===== src/slm_pkg.sv =====
// Constants and register map for the loop-back steering block
package slm_pkg;
    localparam int SLM_AW = 8;
    localparam logic [7:0] SLM_CTRL_OFS = 8'h00;
    localparam logic [7:0] SLM_CMD_OFS = 8'h04;
    localparam logic [7:0] SLM_STAT_OFS = 8'h08;
    localparam logic [7:0] SLM_CTRL_RST = 8'h00;
    localparam logic [7:0] SLM_CMD_RST = 8'h00;
    localparam int SLM_CTRL_DIV_LSB = 0;
    localparam int SLM_CTRL_DIV_MSB = 3;
    localparam int SLM_CTRL_SHARED_CLK = 4;
    localparam int SLM_CTRL_LOOP = 5;
    localparam int SLM_CMD_ENA = 0;
    localparam int SLM_CMD_RX_IRQ = 1;
    localparam int SLM_CMD_TXC_LSB = 2;
    localparam int SLM_CMD_TXC_MSB = 3;
    localparam int SLM_CMD_ECHO = 4;
    localparam logic [3:0] SLM_DIV_EXT = 4'h0;
    localparam logic [1:0] SLM_TXC_QUIET = 2'h2;
    localparam int SLM_EXT_DIV = 16;
    localparam int SLM_ST_LOOP = 0;
    localparam int SLM_ST_ECHO = 1;
    localparam int SLM_ST_REMOTE_OK = 2;
    localparam int SLM_ST_EXT_MODE = 3;
    localparam int SLM_ST_MDM_LSB = 4;
    localparam int SLM_ST_ADP_LSB = 8;
    // Sync vector layout
    localparam int SLM_SYNC_W = 9;
    localparam int SLM_I_MRXD = 0;
    localparam int SLM_I_MDCD = 1;
    localparam int SLM_I_MCTS = 2;
    localparam int SLM_I_MDSR = 3;
    localparam int SLM_I_ATXD = 4;
    localparam int SLM_I_ADTR = 5;
    localparam int SLM_I_ARTS = 6;
    localparam int SLM_I_LOOP = 7;
    localparam int SLM_I_EXT = 8;
    // Lines idle high, loop pin and ext clock low
    localparam logic [8:0] SLM_SYNC_RST = 9'h07F;
    localparam logic SLM_MARK = 1'b1;
    localparam logic SLM_DEASSERT = 1'b1;
    localparam logic SLM_ASSERT = 1'b0;
endpackage


===== src/slm_sync.sv =====
// Three-stage pin synchroniser with agreement filter
`timescale 1ns/10ps
module slm_sync #(
    parameter int WIDTH = 1,
    parameter logic [WIDTH-1:0] RST_VAL = '0
) (
    input wire logic clk,
    input wire logic rst_n,
    input wire logic [WIDTH-1:0] din,
    output logic [WIDTH-1:0] dout
);
    logic [WIDTH-1:0] s1_reg;
    logic [WIDTH-1:0] s2_reg;
    logic [WIDTH-1:0] s3_reg;
    logic [WIDTH-1:0] dout_reg;
    logic [WIDTH-1:0] agree;
    logic [WIDTH-1:0] dout_next;

    // Stage one is read only by stage two
    assign agree = ~(s2_reg ^ s3_reg);
    assign dout_next = (agree & s3_reg) | (~agree & dout_reg);
    assign dout = dout_reg;

    always_ff @(posedge clk or negedge rst_n) begin
        if (!rst_n) begin
            s1_reg <= RST_VAL;
            s2_reg <= RST_VAL;
            s3_reg <= RST_VAL;
            dout_reg <= RST_VAL;
        end else begin
            s1_reg <= din;
            s2_reg <= s1_reg;
            s3_reg <= s2_reg;
            dout_reg <= dout_next;
        end
    end
endmodule


===== src/slm_top.sv =====
// Local and remote loop-back steering between adapter and modem
//
// Our own choices: the placing of the registers and the APB register port.
`timescale 1ns/10ps
module slm_top
    import slm_pkg::*;
(
    input wire logic REF_CLK,
    input wire logic RST_N,
    input wire logic PSEL,
    input wire logic PENABLE,
    input wire logic PWRITE,
    input wire logic [SLM_AW-1:0] PADDR,
    input wire logic [31:0] PWDATA,
    output logic [31:0] PRDATA,
    output logic PREADY,
    output logic PSLVERR,
    input wire logic LOCAL_LOOP_SELECT,
    input wire logic EXT_CLK,
    input wire logic ADP_TXD,
    input wire logic ADP_DTR_N,
    input wire logic ADP_RTS_N,
    output logic ADP_RXD,
    output logic ADP_DCD_N,
    output logic ADP_CTS_N,
    output logic ADP_DSR_N,
    output logic MDM_TXD,
    output logic MDM_DTR_N,
    output logic MDM_RTS_N,
    input wire logic MDM_RXD,
    input wire logic MDM_DCD_N,
    input wire logic MDM_CTS_N,
    input wire logic MDM_DSR_N,
    output logic BIT_TICK
);
    logic [SLM_SYNC_W-1:0] pins_raw;
    logic [SLM_SYNC_W-1:0] pins_s;
    logic mdm_rxd_s;
    logic mdm_dcd_s;
    logic mdm_cts_s;
    logic mdm_dsr_s;
    logic adp_txd_s;
    logic adp_dtr_s;
    logic adp_rts_s;
    logic loop_pin_s;
    logic ext_s;

    logic [7:0] ctrl_reg;
    logic [7:0] cmd_reg;
    logic [31:0] prdata_reg;
    logic pready_reg;
    logic pslverr_reg;
    logic loop_on;
    logic echo_on;
    logic remote_ok;
    logic ext_mode;

    logic mdm_txd_reg;
    logic mdm_dtr_reg;
    logic mdm_rts_reg;
    logic adp_rxd_reg;
    logic adp_dcd_reg;
    logic adp_cts_reg;
    logic adp_dsr_reg;
    logic mdm_txd_next;
    logic mdm_dtr_next;
    logic mdm_rts_next;
    logic adp_rxd_next;
    logic adp_dcd_next;
    logic adp_cts_next;
    logic adp_dsr_next;

    logic ext_prev_reg;
    logic ext_rise;
    logic [3:0] tick_cnt_reg;
    logic [3:0] tick_cnt_next;
    logic tick_hit;
    logic bit_tick_reg;

    logic setup_ph;
    logic access_ph;
    logic hit_ctrl;
    logic hit_cmd;
    logic hit_stat;
    logic addr_ok;
    logic wr_ctrl;
    logic wr_cmd;
    logic [31:0] stat_word;
    logic [31:0] rd_next;

    // All line pins, EXT_CLK and the loop control cross in through one filter; the APB pins do not
    assign pins_raw = {EXT_CLK, LOCAL_LOOP_SELECT, ADP_RTS_N, ADP_DTR_N,
                       ADP_TXD, MDM_DSR_N, MDM_CTS_N, MDM_DCD_N, MDM_RXD};

    slm_sync #(
        .WIDTH(SLM_SYNC_W),
        .RST_VAL(SLM_SYNC_RST)
    ) u_sync (
        .clk(REF_CLK),
        .rst_n(RST_N),
        .din(pins_raw),
        .dout(pins_s)
    );

    assign mdm_rxd_s = pins_s[SLM_I_MRXD];
    assign mdm_dcd_s = pins_s[SLM_I_MDCD];
    assign mdm_cts_s = pins_s[SLM_I_MCTS];
    assign mdm_dsr_s = pins_s[SLM_I_MDSR];
    assign adp_txd_s = pins_s[SLM_I_ATXD];
    assign adp_dtr_s = pins_s[SLM_I_ADTR];
    assign adp_rts_s = pins_s[SLM_I_ARTS];
    assign loop_pin_s = pins_s[SLM_I_LOOP];
    assign ext_s = pins_s[SLM_I_EXT];

    // pin or register bit may drive it
    assign loop_on = loop_pin_s | ctrl_reg[SLM_CTRL_LOOP];
    assign echo_on = cmd_reg[SLM_CMD_ECHO] & ~loop_on;
    assign remote_ok = echo_on & ctrl_reg[SLM_CTRL_SHARED_CLK]
        & (cmd_reg[SLM_CMD_TXC_MSB:SLM_CMD_TXC_LSB] == SLM_TXC_QUIET)
        & ~cmd_reg[SLM_CMD_RX_IRQ];
    assign ext_mode =
        (ctrl_reg[SLM_CTRL_DIV_MSB:SLM_CTRL_DIV_LSB] == SLM_DIV_EXT);

    // modem side held idle in loop-back
    // echo takes received data straight back out
    assign mdm_txd_next = loop_on ? SLM_MARK :
                          (echo_on ? mdm_rxd_s : adp_txd_s);
    assign mdm_dtr_next = loop_on ? SLM_DEASSERT : adp_dtr_s;
    assign mdm_rts_next = loop_on ? SLM_DEASSERT :
                          (echo_on ? SLM_ASSERT : adp_rts_s);
    assign adp_rxd_next = loop_on ? adp_txd_s : mdm_rxd_s;
    assign adp_dcd_next = loop_on ? adp_dtr_s : mdm_dcd_s;
    assign adp_cts_next = loop_on ? adp_rts_s : mdm_cts_s;
    // No partner for DSR in loop-back, so it reads inactive
    assign adp_dsr_next = loop_on ? SLM_DEASSERT : mdm_dsr_s;

    always_ff @(posedge REF_CLK or negedge RST_N) begin
        if (!RST_N) begin
            mdm_txd_reg <= SLM_MARK;
            mdm_dtr_reg <= SLM_DEASSERT;
            mdm_rts_reg <= SLM_DEASSERT;
            adp_rxd_reg <= SLM_MARK;
            adp_dcd_reg <= SLM_DEASSERT;
            adp_cts_reg <= SLM_DEASSERT;
            adp_dsr_reg <= SLM_DEASSERT;
        end else begin
            mdm_txd_reg <= mdm_txd_next;
            mdm_dtr_reg <= mdm_dtr_next;
            mdm_rts_reg <= mdm_rts_next;
            adp_rxd_reg <= adp_rxd_next;
            adp_dcd_reg <= adp_dcd_next;
            adp_cts_reg <= adp_cts_next;
            adp_dsr_reg <= adp_dsr_next;
        end
    end

    // one bit tick per sixteen external rising edges
    assign ext_rise = ext_s & ~ext_prev_reg;
    assign tick_hit = ext_rise & ext_mode &
        (tick_cnt_reg == 4'(SLM_EXT_DIV - 1));
    // Count freezes outside external mode so the phase is kept
    assign tick_cnt_next = (ext_rise & ext_mode) ?
        4'(tick_cnt_reg + 4'h1) : tick_cnt_reg;

    always_ff @(posedge REF_CLK or negedge RST_N) begin
        if (!RST_N) begin
            ext_prev_reg <= 1'b0;
            tick_cnt_reg <= 4'h0;
            bit_tick_reg <= 1'b0;
        end else begin
            ext_prev_reg <= ext_s;
            tick_cnt_reg <= tick_cnt_next;
            bit_tick_reg <= tick_hit;
        end
    end

    // APB decode, zero wait states
    assign setup_ph = PSEL & ~PENABLE;
    assign access_ph = PSEL & PENABLE;
    assign hit_ctrl = (PADDR == SLM_CTRL_OFS);
    assign hit_cmd = (PADDR == SLM_CMD_OFS);
    assign hit_stat = (PADDR == SLM_STAT_OFS);
    assign addr_ok = hit_ctrl | hit_cmd | hit_stat;
    assign wr_ctrl = access_ph & PWRITE & hit_ctrl;
    assign wr_cmd = access_ph & PWRITE & hit_cmd;

    assign stat_word = (32'(loop_on) << SLM_ST_LOOP)
        | (32'(echo_on) << SLM_ST_ECHO)
        | (32'(remote_ok) << SLM_ST_REMOTE_OK)
        | (32'(ext_mode) << SLM_ST_EXT_MODE)
        | (32'({mdm_dsr_s, mdm_cts_s, mdm_dcd_s, mdm_rxd_s})
            << SLM_ST_MDM_LSB)
        | (32'({adp_rts_s, adp_dtr_s, adp_txd_s}) << SLM_ST_ADP_LSB);

    // Read data prepared in setup so PRDATA is a flop in access
    assign rd_next = hit_ctrl ? 32'(ctrl_reg) :
                     hit_cmd ? 32'(cmd_reg) :
                     hit_stat ? stat_word : 32'h0000_0000;

    always_ff @(posedge REF_CLK or negedge RST_N) begin
        if (!RST_N) begin
            ctrl_reg <= SLM_CTRL_RST;
            cmd_reg <= SLM_CMD_RST;
            prdata_reg <= 32'h0000_0000;
            pready_reg <= 1'b0;
            pslverr_reg <= 1'b0;
        end else begin
            pready_reg <= 1'b1;
            if (wr_ctrl) begin
                ctrl_reg <= PWDATA[7:0];
            end
            if (wr_cmd) begin
                cmd_reg <= PWDATA[7:0];
            end
            if (setup_ph) begin
                prdata_reg <= PWRITE ? 32'h0000_0000 : rd_next;
                pslverr_reg <= ~addr_ok;
            end
        end
    end

    assign PRDATA = prdata_reg;
    assign PREADY = pready_reg;
    assign PSLVERR = pslverr_reg;
    assign ADP_RXD = adp_rxd_reg;
    assign ADP_DCD_N = adp_dcd_reg;
    assign ADP_CTS_N = adp_cts_reg;
    assign ADP_DSR_N = adp_dsr_reg;
    assign MDM_TXD = mdm_txd_reg;
    assign MDM_DTR_N = mdm_dtr_reg;
    assign MDM_RTS_N = mdm_rts_reg;
    assign BIT_TICK = bit_tick_reg;

    // Checking helper: external rises since the last tick
    logic [4:0] rises_since_reg;
    always_ff @(posedge REF_CLK or negedge RST_N) begin
        if (!RST_N) begin
            rises_since_reg <= 5'h00;
        end else if (bit_tick_reg) begin
            rises_since_reg <= (ext_rise & ext_mode) ? 5'h01 : 5'h00;
        end else if (ext_rise & ext_mode) begin
            rises_since_reg <= 5'(rises_since_reg + 5'h01);
        end
    end
endmodule


===== config.mk =====
export PLATFORM = sky130hd
export DESIGN_NAME = slm_top
export DESIGN_NICKNAME = d
export VERILOG_FILES = /design/src/slm_pkg.sv /design/src/slm_sync.sv /design/src/slm_top.sv
export SDC_FILE = /design/constraint.sdc
export NUM_CORES = 1
export LEC_CHECK = 0
export BUFFER_PORTS_ARGS = -buffer_cell sky130_fd_sc_hd__buf_2
export CAP_MARGIN = 5
export CORE_ASPECT_RATIO = 0.6
export CORE_MARGIN = 1
export CORE_UTILIZATION = 25
export CTS_CLUSTER_SIZE = 25
export DETAILED_ROUTE_END_ITERATION = 8
export HOLD_SLACK_MARGIN = 0.08
export PLACE_DENSITY_LB_ADDON = 0.25
export SETUP_SLACK_MARGIN = 0.1
export SYNTH_ARGS = -nofsm -noshare
export SYNTH_HDL_FRONTEND = slang
export SYNTH_SLANG_ARGS = --single-unit

===== constraint.sdc =====
create_clock -name REF_CLK -period 3.4 [get_ports REF_CLK]
set_input_delay 0.34 -clock REF_CLK [delete_from_list [all_inputs] [get_ports REF_CLK]]
set_output_delay 0.34 -clock REF_CLK [all_outputs]
set_load 0.05 [all_outputs]

==> metrics.txt, run 1 <==
Max stage delay on crit path 0.57 ns; Startpoint Class input pin; vias per cell 4.118; number of global-route vias before repair 1717; CTS max path bufs 2; final cell count without fillers 431; Hold Crit Start MDM_DSR_N; hold path depth 1; Fillers 1167; routed wire length 6126 µm; # Max-Cap Violations 0; row count 30; Achievable Freq 513.7 MHz; share of layout cells above drive strength 1 0.4539; Slew Limit Fails 0; multi-input combinational cell area 868.3 µm²; unrepaired setup endpoints after global routing false; Reg2Reg Depth 4; vias post-DR 1775; Worst-path clk slew 0.06 ns; cts hold-fix bufs 0; launch point of the worst reg-to-reg path ctrl_reg[5]$_DFFE_PN0P_; TNS Setup 0 ns; Async S/R FF share, synth 1.000; die area 12410 µm²; die height 86.68 µm; die span in x 143.1 µm; FF+latch count, synth 78; clock buffer count from CTS 9; placed cells 415; initial antenna violation count 0; FF+latch area 1996 µm²; crit path launch PADDR[1]; Most used DFF post-synth dfrtp_1; GRT Residual Overflow 0; Detailed Place HPWL 4321 µm; first-pass GRT wire length 9673 µm; DRT Pass-1 Iters 4; CORE AREA 11450 µm²; Worst-Skew Late Latency 0.34 ns; CTS tree built; largest net degree at the start of global routing 79; Distinct cells, synth 44; number of synthesized flops with an enable pin 0; Setup crit end kind register; required time worst endpoint 3.62 ns; Area growth, synth to finish 21.65%; CP Max Fanout 8; clock sinks 78; Antenna Nets Post-Route 0; Critical Path Stages 5; Final #Nets 321; Slowest cell on crit path or4_4; clock skew 0.009720 ns; GRT Overall Usage 0.1099; Max-slew headroom 0.3499; DRC 0; Worst-Margin Slew 0.9752 ns; Post-CTS Resized 0; Final period util 0.5726; fin util 0.3175; post-synthesis sequential area ratio 0.6679; Warnings, synthesis 0; wire length per cell 14.21 µm; Top Ports 96; Clock Tree Root clkbuf_16; cells along the critical path buf_2 -> or4_4 -> nor2_1 -> nand4_1 -> mux2_2; drt initial violations 117; Critical Path AT 2.16 ns; overall power 2.247 mW; postcts setup bufs 0; synthesized area 2988 µm²; status finished, final reports clean; Worst path top cell family by delay simple AND/OR/NAND/NOR gates; n_diodes 0; Setup Viol. Count Final 0; design area 3635 µm²; average size of a mapped cell 14.09 µm²; post-placement cell area 3336 µm²; Buf/Inv on CP 1; Period minus WS final 1.947 ns; Fin. Hold Viols 0; leakage power 1.652 nW; worst hold path type in -> reg; VDD IR max 0.2089 mV; Cell Pwr Density 618.1 nW/µm²; routability cong. 0.7757; Post-Syn Instances 212; CP Class in -> reg; initial core utilization 0.2610; H-Tree Depth 3; PortBufs 50
-- power by group --
part	switching, mW	total (mW)	internal [mW]
combinational	0.173	0.245	0.0711
sequential	0.0465	1.07	1.02
clock	0.355	0.933	0.579
total	0.574	2.25	1.67
-- cell type report --
cell class / count / share of cell area
clock buffer: 14 / 0.07849
clock inverter: 2 / 0.003787
inverter: 3 / 0.003098
multi-input combinational: 123 / 0.2389
sequential: 78 / 0.5491
tap: 160 / 0.05508
timing repair buffer: 51 / 0.07160
-- final timing paths --
path	endpoint	slack [ns]
hold reg to reg	u_sync.s2_reg[0]$_DFF_PN1_	0.34
hold / removal	u_sync.s1_reg[3]$_DFF_PN1_	0.1
max in group asynchronous	PRDATA[6]$_DFFE_PN0P_	2.60
setup / recovery	cmd_reg[5]$_DFFE_PN0P_	1.45
min in group asynchronous	ctrl_reg[6]$_DFFE_PN0P_	0.13
setup reg to reg	PRDATA[2]$_DFFE_PN0P_	1.73
-- stage by stage --
stage	hold WS (ns)	setup slack, ns
after floorplan	0.04441	1.413
after global placement	0.3333	1.121
after detailed placement	0.3362	1.156
after CTS	0.08740	1.506
after global routing	0.08479	1.376
final	0.09793	1.453
-- cells by family after synthesis --
family,after synthesis,synth area share
muxes,21,0.07831
AOI/OAI and AO/OA,28,0.07077
other,2,0.002513
buffers and inverters,31,0.06658
adders and majority gates,10,0.03434
xor gates and xnor gates,3,0.008796
and+or+nand+nor,39,0.07078
DFF,78,0.6679
-- cell usage after synthesis, drive strengths merged (2+ instances only) --
cell	instances	share of area
a211oi	2	0.0050
xnor2	2	0.0059
nor2	7	0.0088
mux2i	2	0.0067
o21ai	3	0.0050
clkbuf	5	0.0071
o31ai	5	0.013
or3	2	0.0042
mux2	19	0.072
dfstp	35	0.31
conb	2	0.0025
dfrtp	43	0.36
or2	2	0.0042
nand2	11	0.014
or4	2	0.0063
nor4	4	0.0084
a21oi	2	0.0034
nand3	2	0.0034
maj3	9	0.030
buf	23	0.056
and4	2	0.0059
o22ai	4	0.0084
a32o	5	0.017
inv	3	0.0038
nand4	2	0.0042
-- per-layer routing --
metal  GRT usage  vias to the layer above  routed length (µm)
met5           0                        -                   0
met4     0.04106                        0                  97
met3     0.04807                       12                 527
met2      0.1410                       72                2420
met1      0.1588                      865                3080
li1            -                      826                   -
-- cells in the final DEF (no fill, tap or decap), types with 3 or more instances in the layout --
cell        n
mux2_2     19
dfrtp_1    43
buf_2      49
dfstp_2    35
o31ai_1     5
conb_1     22
nor4_1      4
clkbuf_16  10
o21ai_0     3
nor2_1      7
o22ai_1     4
nand2_1    11
a32o_1      5
maj3_1      9
inv_1       3
Power figures use the tool's default switching activity.
==> inputs of run 2 (changes only) <==
==> constraint.sdc (replaced) <==
create_clock -name REF_CLK -period 1.75 [get_ports REF_CLK]
set_input_delay 0.175 -clock REF_CLK [delete_from_list [all_inputs] [get_ports REF_CLK]]
set_output_delay 0.175 -clock REF_CLK [all_outputs]
set_load 0.05 [all_outputs]
==> run 2 against run 1 <==
Net effect: first-iteration DRC count fell by 58%; register-to-register slack got worse by 1.5 ns; largest power group unchanged; critical path type unchanged; largest cell class unchanged; setup slack got worse by 1.3 ns; critical endpoint is now ctrl_reg[5]$_DFFE_PN0P_; core utilization rose by 2.1 points.
==> metrics.txt, run 2 (synthesis results as in run 1) <==
status finished, final reports clean; leakage power 1.766 nW (+6.9%); end of the worst register-to-register path tick_cnt_reg[1]$_DFFE_PN0P_; vias per cell 3.963 (-3.8%); unrepaired setup endpoints after global routing false; Detailed Place HPWL 4556 µm (+5.4%); worst hold path type in -> reg; fin util 0.3384 (+0.02088); post-placement cell area 3458 µm² (+3.7%); vias post-DR 1815 (+2.3%); share of layout cells above drive strength 1 0.4597 (+0.005857); n_diodes 0 (unchanged); routability cong. 0.8075 (+4.1%); Slew Limit Fails 0 (unchanged); Final #Nets 348 (+8.4%); VDD IR max 0.4134 mV (+98%); CTS tree built; clock sinks 78 (unchanged); hold path depth 2 (+1); commonest non-fill, non-tap cell in the layout buf_2; Critical Path AT 1.82 ns (-0.34 ns); Final period util 0.9159; CTS max path bufs 2 (unchanged); drt initial violations 49 (-58%); Area growth, synth to finish 29.65%; most frequent cells in the layout 49 x buf_2, 43 x dfrtp_1, 35 x dfstp_2; wire length per cell 13.56 µm (-4.6%); overall power 4.268 mW (+90%); Fillers 1172 (+0.43%); Worst-path clk slew 0.06 ns (about the same); Fin. Hold Viols 0 (unchanged); die span in x 143.1 µm (unchanged); Hold Crit Endpoint ctrl_reg[6]$_DFFE_PN0P_; initial antenna violation count 0 (unchanged); largest net degree at the start of global routing 37 (-53%); GRT Residual Overflow 0 (unchanged); routed wire length 6210 µm (+1.4%); design area 3874 µm² (+6.6%); # Max-Cap Violations 0 (unchanged); CORE AREA 11450 µm² (unchanged); clock buffer count from CTS 9 (unchanged); multi-input combinational cell area 874.6 µm² (+0.72%); die area 12410 µm² (unchanged); first-pass GRT wire length 10160 µm (+5.1%); Worst-Margin Slew 0.5724 ns (-0.4027 ns); die height 86.68 µm (unchanged); Max-slew headroom 0.6184 (+0.2685); Achievable Freq 623.9 MHz; CP Max Fanout 7 (-1); FF+latch area 1996 µm² (unchanged); Top Ports 96 (unchanged); Hold Crit Start PWDATA[6]; Reg2Reg Depth 3 (-1); launch point of the worst reg-to-reg path ctrl_reg[0]$_DFFE_PN0P_; clock skew 0.004736 ns (-0.004984 ns); r2r setup slk 0.28 ns (-1.45 ns); Cell Pwr Density 1102 nW/µm² (+78%); Antenna Nets Post-Route 0 (unchanged); Worst-Skew Late Latency 0.33 ns (about the same); Period minus WS final 1.603 ns; GRT Overall Usage 0.1155 (+0.005547); Setup Viol. Count Final 0 (unchanged); Startpoint Class input pin; CP Class in -> reg; required time worst endpoint 1.96 ns (-1.66 ns); DRT Pass-1 Iters 4 (unchanged); number of global-route vias before repair 1866 (+8.7%); DRC 0 (unchanged); Setup crit end kind register; row count 30 (unchanged); initial core utilization 0.2610 (unchanged); Clock Tree Root clkbuf_16; PortBufs 50 (unchanged); H-Tree Depth 3 (unchanged)
-- run 2: worst max path at each step --
stage	from	to	slack, ns	depth (start not counted)
after floorplan	PADDR[1]	PRDATA[7]$_DFFE_PN0P_	-0.05	5
after global placement	PADDR[1]	ctrl_reg[7]$_DFFE_PN0P_	-0.18	6
after detailed placement	PADDR[1]	ctrl_reg[5]$_DFFE_PN0P_	-0.18	6
after CTS	PADDR[1]	ctrl_reg[5]$_DFFE_PN0P_	0.17	6
after global routing	PADDR[1]	ctrl_reg[5]$_DFFE_PN0P_	0.11	6
final	PADDR[1]	ctrl_reg[5]$_DFFE_PN0P_	0.15	6
-- run 2: area by class of cell --
class                      instances  share of cell area
clock buffer                      12             0.06363
clock inverter                     4            0.005814
inverter                           3            0.002907
multi-input combinational        123              0.2258
sequential                        78              0.5152
tap                              160             0.05168
timing repair buffer              78              0.1350
-- run 2: worst max-delay path: stages --
cell and delay [ns]:
buf_2 0.09, or4_4 0.56, nor2_1 0.22, and4_1 0.29, buf_12 0.14, mux2_2 0.33
-- run 2: power breakdown --
part           total (mW)  switching [mW]  internal [mW]
sequential           2.07          0.0855           1.99
combinational       0.517           0.344          0.173
clock                1.68           0.689          0.991
total                4.27            1.12           3.15
-- run 2: layer usage --
layer	global-route usage	routed length [µm]	vias to the layer above
met5	0	0	-
met3	0.04972	422	8
met4	0.04106	81	0
li1	-	-	878
met2	0.1446	2391	56
met1	0.1707	3315	873
-- run 2: through the flow --
stage,setup WS (ns),hold WS [ns],setup TNS (ns),cells
floorplan,-0.05385,-0.1206,-0.05385,232
global placement,-0.1777,0.09528,-1.788,428
detailed placement,-0.1785,0.09474,-1.737,428
CTS,0.1744,0.09352,0,458
global route,0.1056,0.09555,0,458
finish,0.1472,0.1052,0,458
-- run 2: timing repair --
action | 4_1_cts | 5_1_grt
hold endpoints to repair | 69 | 0
gates resized for setup | 0 | 1
endpoints found under the setup margin | 0 | 1
hold buffers | 14 | 0
buffers inserted | 0 | 0
==> inputs of run 3 (changes only) <==
--- a/config.mk
+++ b/config.mk
@@ -9,7 +9,7 @@
 export CAP_MARGIN = 5
 export CORE_ASPECT_RATIO = 0.6
 export CORE_MARGIN = 1
-export CORE_UTILIZATION = 25
+export CORE_UTILIZATION = 45
 export CTS_CLUSTER_SIZE = 25
 export DETAILED_ROUTE_END_ITERATION = 8
 export HOLD_SLACK_MARGIN = 0.08
==> run 3 against run 2 <==
Net effect: cell area fell by 3.2%; count of clock-buffer cells in the layout is 3 lower; maximum frequency increased by 3.5%; largest power group unchanged; register-to-register slack got worse by 0.04 ns.
==> metrics.txt, run 3 (synthesis results as in run 1) <==
status finished, final reports clean; unrepaired setup endpoints after global routing false; routed wire length 5726 µm (-7.8%); vias per cell 4.798 (+21%); Max-slew headroom 0.6528 (+0.03441); Antenna Nets Post-Route 0 (unchanged); Area growth, synth to finish 25.46%; DRT Pass-1 Iters 4 (unchanged); DRC 0 (unchanged); Setup Viol. Count Final 0 (unchanged); end of the worst register-to-register path tick_cnt_reg[1]$_DFFE_PN0P_; share of layout cells above drive strength 1 0.4587 (-0.0009857); vias post-DR 1857 (+2.3%); VDD IR max 0.8133 mV (+97%); H-Tree Depth 3 (unchanged); final cell count without fillers 387 (-16%); Logic pwr share 0.134 (+0.013); Fin. Hold Viols 0 (unchanged); Int Pwr 2.819 mW (-10%); clock buffer count from CTS 9 (unchanged); Worst Setup Slack, final 0.2012 ns (+0.05395 ns); worst hold path type in -> reg; Buf/Inv on CP 3 (+1); leakage power 1.740 nW (-1.5%); routability cong. 0.8982 (+11%); drt initial violations 89 (+82%); Fillers 512 (-56%); Top Ports 96 (unchanged); n_diodes 0 (unchanged); clock skew 0.007031 ns (+0.002295 ns); # Max-Cap Violations 0 (unchanged); DP Worst Slack -0.1612 ns (+0.01734 ns); r2r setup slk 0.24 ns (-0.04 ns); CORE AREA 6248 µm² (-45%); required time worst endpoint 2.00 ns (+0.04 ns); sw power 1.099 mW (-1.7%); Post-CTS Resized 0 (unchanged); Startpoint Class input pin; commonest non-fill, non-tap cell in the layout buf_2; Worst-path clk slew 0.08 ns (+0.02 ns); crit path launch PADDR[1]; sequential power share 0.528 (+0.043); Achievable Freq 645.6 MHz (+3.5%); Final #Nets 353 (+1.4%); Slowest cell on crit path or4_4; largest net degree at the start of global routing 31 (-16%); Slew Limit Fails 0 (unchanged); post-placement cell area 3371 µm² (-2.5%); Critical Path AT 1.80 ns (-0.02 ns); CP Max Fanout 5 (-2); design area 3749 µm² (-3.2%); CP Class in -> reg; Clock Power Share 0.338 (-0.056); PortBufs 50 (unchanged); Max stage delay on crit path 0.56 ns (about the same); CTS max path bufs 2 (unchanged); most frequent cells in the layout 49 x buf_2, 43 x dfrtp_1, 35 x dfstp_2; placed cells 353 (-18%); Worst-Margin Slew 0.5208 ns (-0.05161 ns); first-pass GRT wire length 9487 µm (-6.7%); Sw Share 0.2805 (+0.01853); CTS tree built; Detailed Place HPWL 4040 µm (-11%); cells along the critical path buf_2 -> or4_4 -> nor2_1 -> buf_4 -> nand4_1 -> buf_4 -> mux2_2; worst setup path endpoint cmd_reg[3]$_DFFE_PN0P_; GRT Overall Usage 0.1902 (+0.07477); Final period util 0.8851 (-0.03083); number of global-route vias before repair 1842 (-1.3%); GRT Residual Overflow 0 (unchanged); die height 65.12 µm (-25%); Worst-Skew Late Latency 0.36 ns (+0.03 ns); Critical Path Stages 7 (+1); Period minus WS final 1.549 ns (-0.05395 ns); initial antenna violation count 0 (unchanged); Cell Pwr Density 1045 nW/µm² (-5.1%); Top cell by count, worst path buf_4; launch point of the worst reg-to-reg path ctrl_reg[1]$_DFFE_PN0P_; Clock Tree Root clkbuf_8; hold path depth 3 (+1); clock sinks 78 (unchanged); row count 22 (-27%); initial core utilization 0.4782 (+0.2172); Setup crit end kind register; postcts setup bufs 0 (unchanged); Worst path top cell family by delay simple AND/OR/NAND/NOR gates; wire length per cell 14.80 µm (+9.1%); die span in x 107.2 µm (-25%); die area 6980 µm² (-44%); Reg2Reg Depth 3 (unchanged)
[run 3: cell count changes in the layout (fill, tap and decap cells not counted), sizes merged]
cell / delta
buf: +1
bufinv: +1
clkbuf: -3
clkinv: -2
clkinvlp: +3
dlygate4sd3: +4
inv: +1
[run 3: layout make-up]
| cell class | count | area, µm² | share of cell area |
|---|---|---|---|
| clock buffer | 9 | 123.9 | 0.03304 |
| tap | 84 | 105.1 | 0.02804 |
| timing repair buffer | 83 | 570.5 | 0.1522 |
| multi-input combinational | 123 | 868.3 | 0.2316 |
| sequential | 78 | 1996 | 0.5324 |
| clock inverter | 7 | 73.82 | 0.01969 |
| inverter | 3 | 11.26 | 0.003004 |
[run 3: metal layers]
| layer | share of wire | vias to the layer above | GRT usage | routed length (µm) |
|---|---|---|---|---|
| met2 | 0.41 | 70 | 0.2516 | 2376 |
| met1 | 0.49 | 899 | 0.2764 | 2814 |
| met5 | 0 | - | 0 | 0 |
| li1 | - | 879 | - | - |
| met3 | 0.083 | 9 | 0.08730 | 475 |
| met4 | 0.010 | 0 | 0.05651 | 60 |
[run 3: worst reg2reg max path, cell delays in order (launching register included)]
cell	delay [ns]
dfrtp_1	0.42
nor4_1	0.33
and3b_1	0.31
mux2_2	0.35
[run 3: metrics by stage]
step | total power [mW] | util | hold slack (ns) | setup TNS (ns)
6_report | 3.919 | 0.5999 | 0.1669 | 0
2_1_floorplan | 2.468 | - | -0.1206 | -0.05385
4_1_cts | 3.970 | 0.5999 | 0.1443 | 0
5_1_grt | 4.111 | 0.5999 | 0.1598 | 0
3_5_place_dp | 2.601 | 0.5394 | 0.1354 | -2.300
3_3_place_gp | 2.582 | 0.5394 | 0.1359 | -2.251
[run 3: worst min-delay path by stage]
stage / from / endpoint / slack, ns
global route: PENABLE / PRDATA[0]$_DFFE_PN0P_ / 0.16
CTS: PENABLE / PRDATA[0]$_DFFE_PN0P_ / 0.14
finish: PENABLE / PRDATA[0]$_DFFE_PN0P_ / 0.17
detailed placement: RST_N / ctrl_reg[5]$_DFFE_PN0P_ / 0.14
floorplan: RST_N / BIT_TICK$_DFF_PN0_ / -0.12
global placement: RST_N / ctrl_reg[5]$_DFFE_PN0P_ / 0.14
[run 3: power by group through the flow]
stage / registers [mW] / logic, mW / clock network, mW
after floorplan: 2.18 / 0.292 / 0
after global placement: 2.10 / 0.484 / 0
after detailed placement: 2.10 / 0.498 / 0
after CTS: 2.07 / 0.530 / 1.37
after global routing: 2.09 / 0.569 / 1.45
final: 2.07 / 0.524 / 1.32
[run 3: repair_timing]
| item | CTS | global route |
|---|---|---|
| hold buffers | 18 | 0 |
| endpoints found under the hold margin | 57 | 0 |
| endpoints found under the setup margin | 0 | 0 |
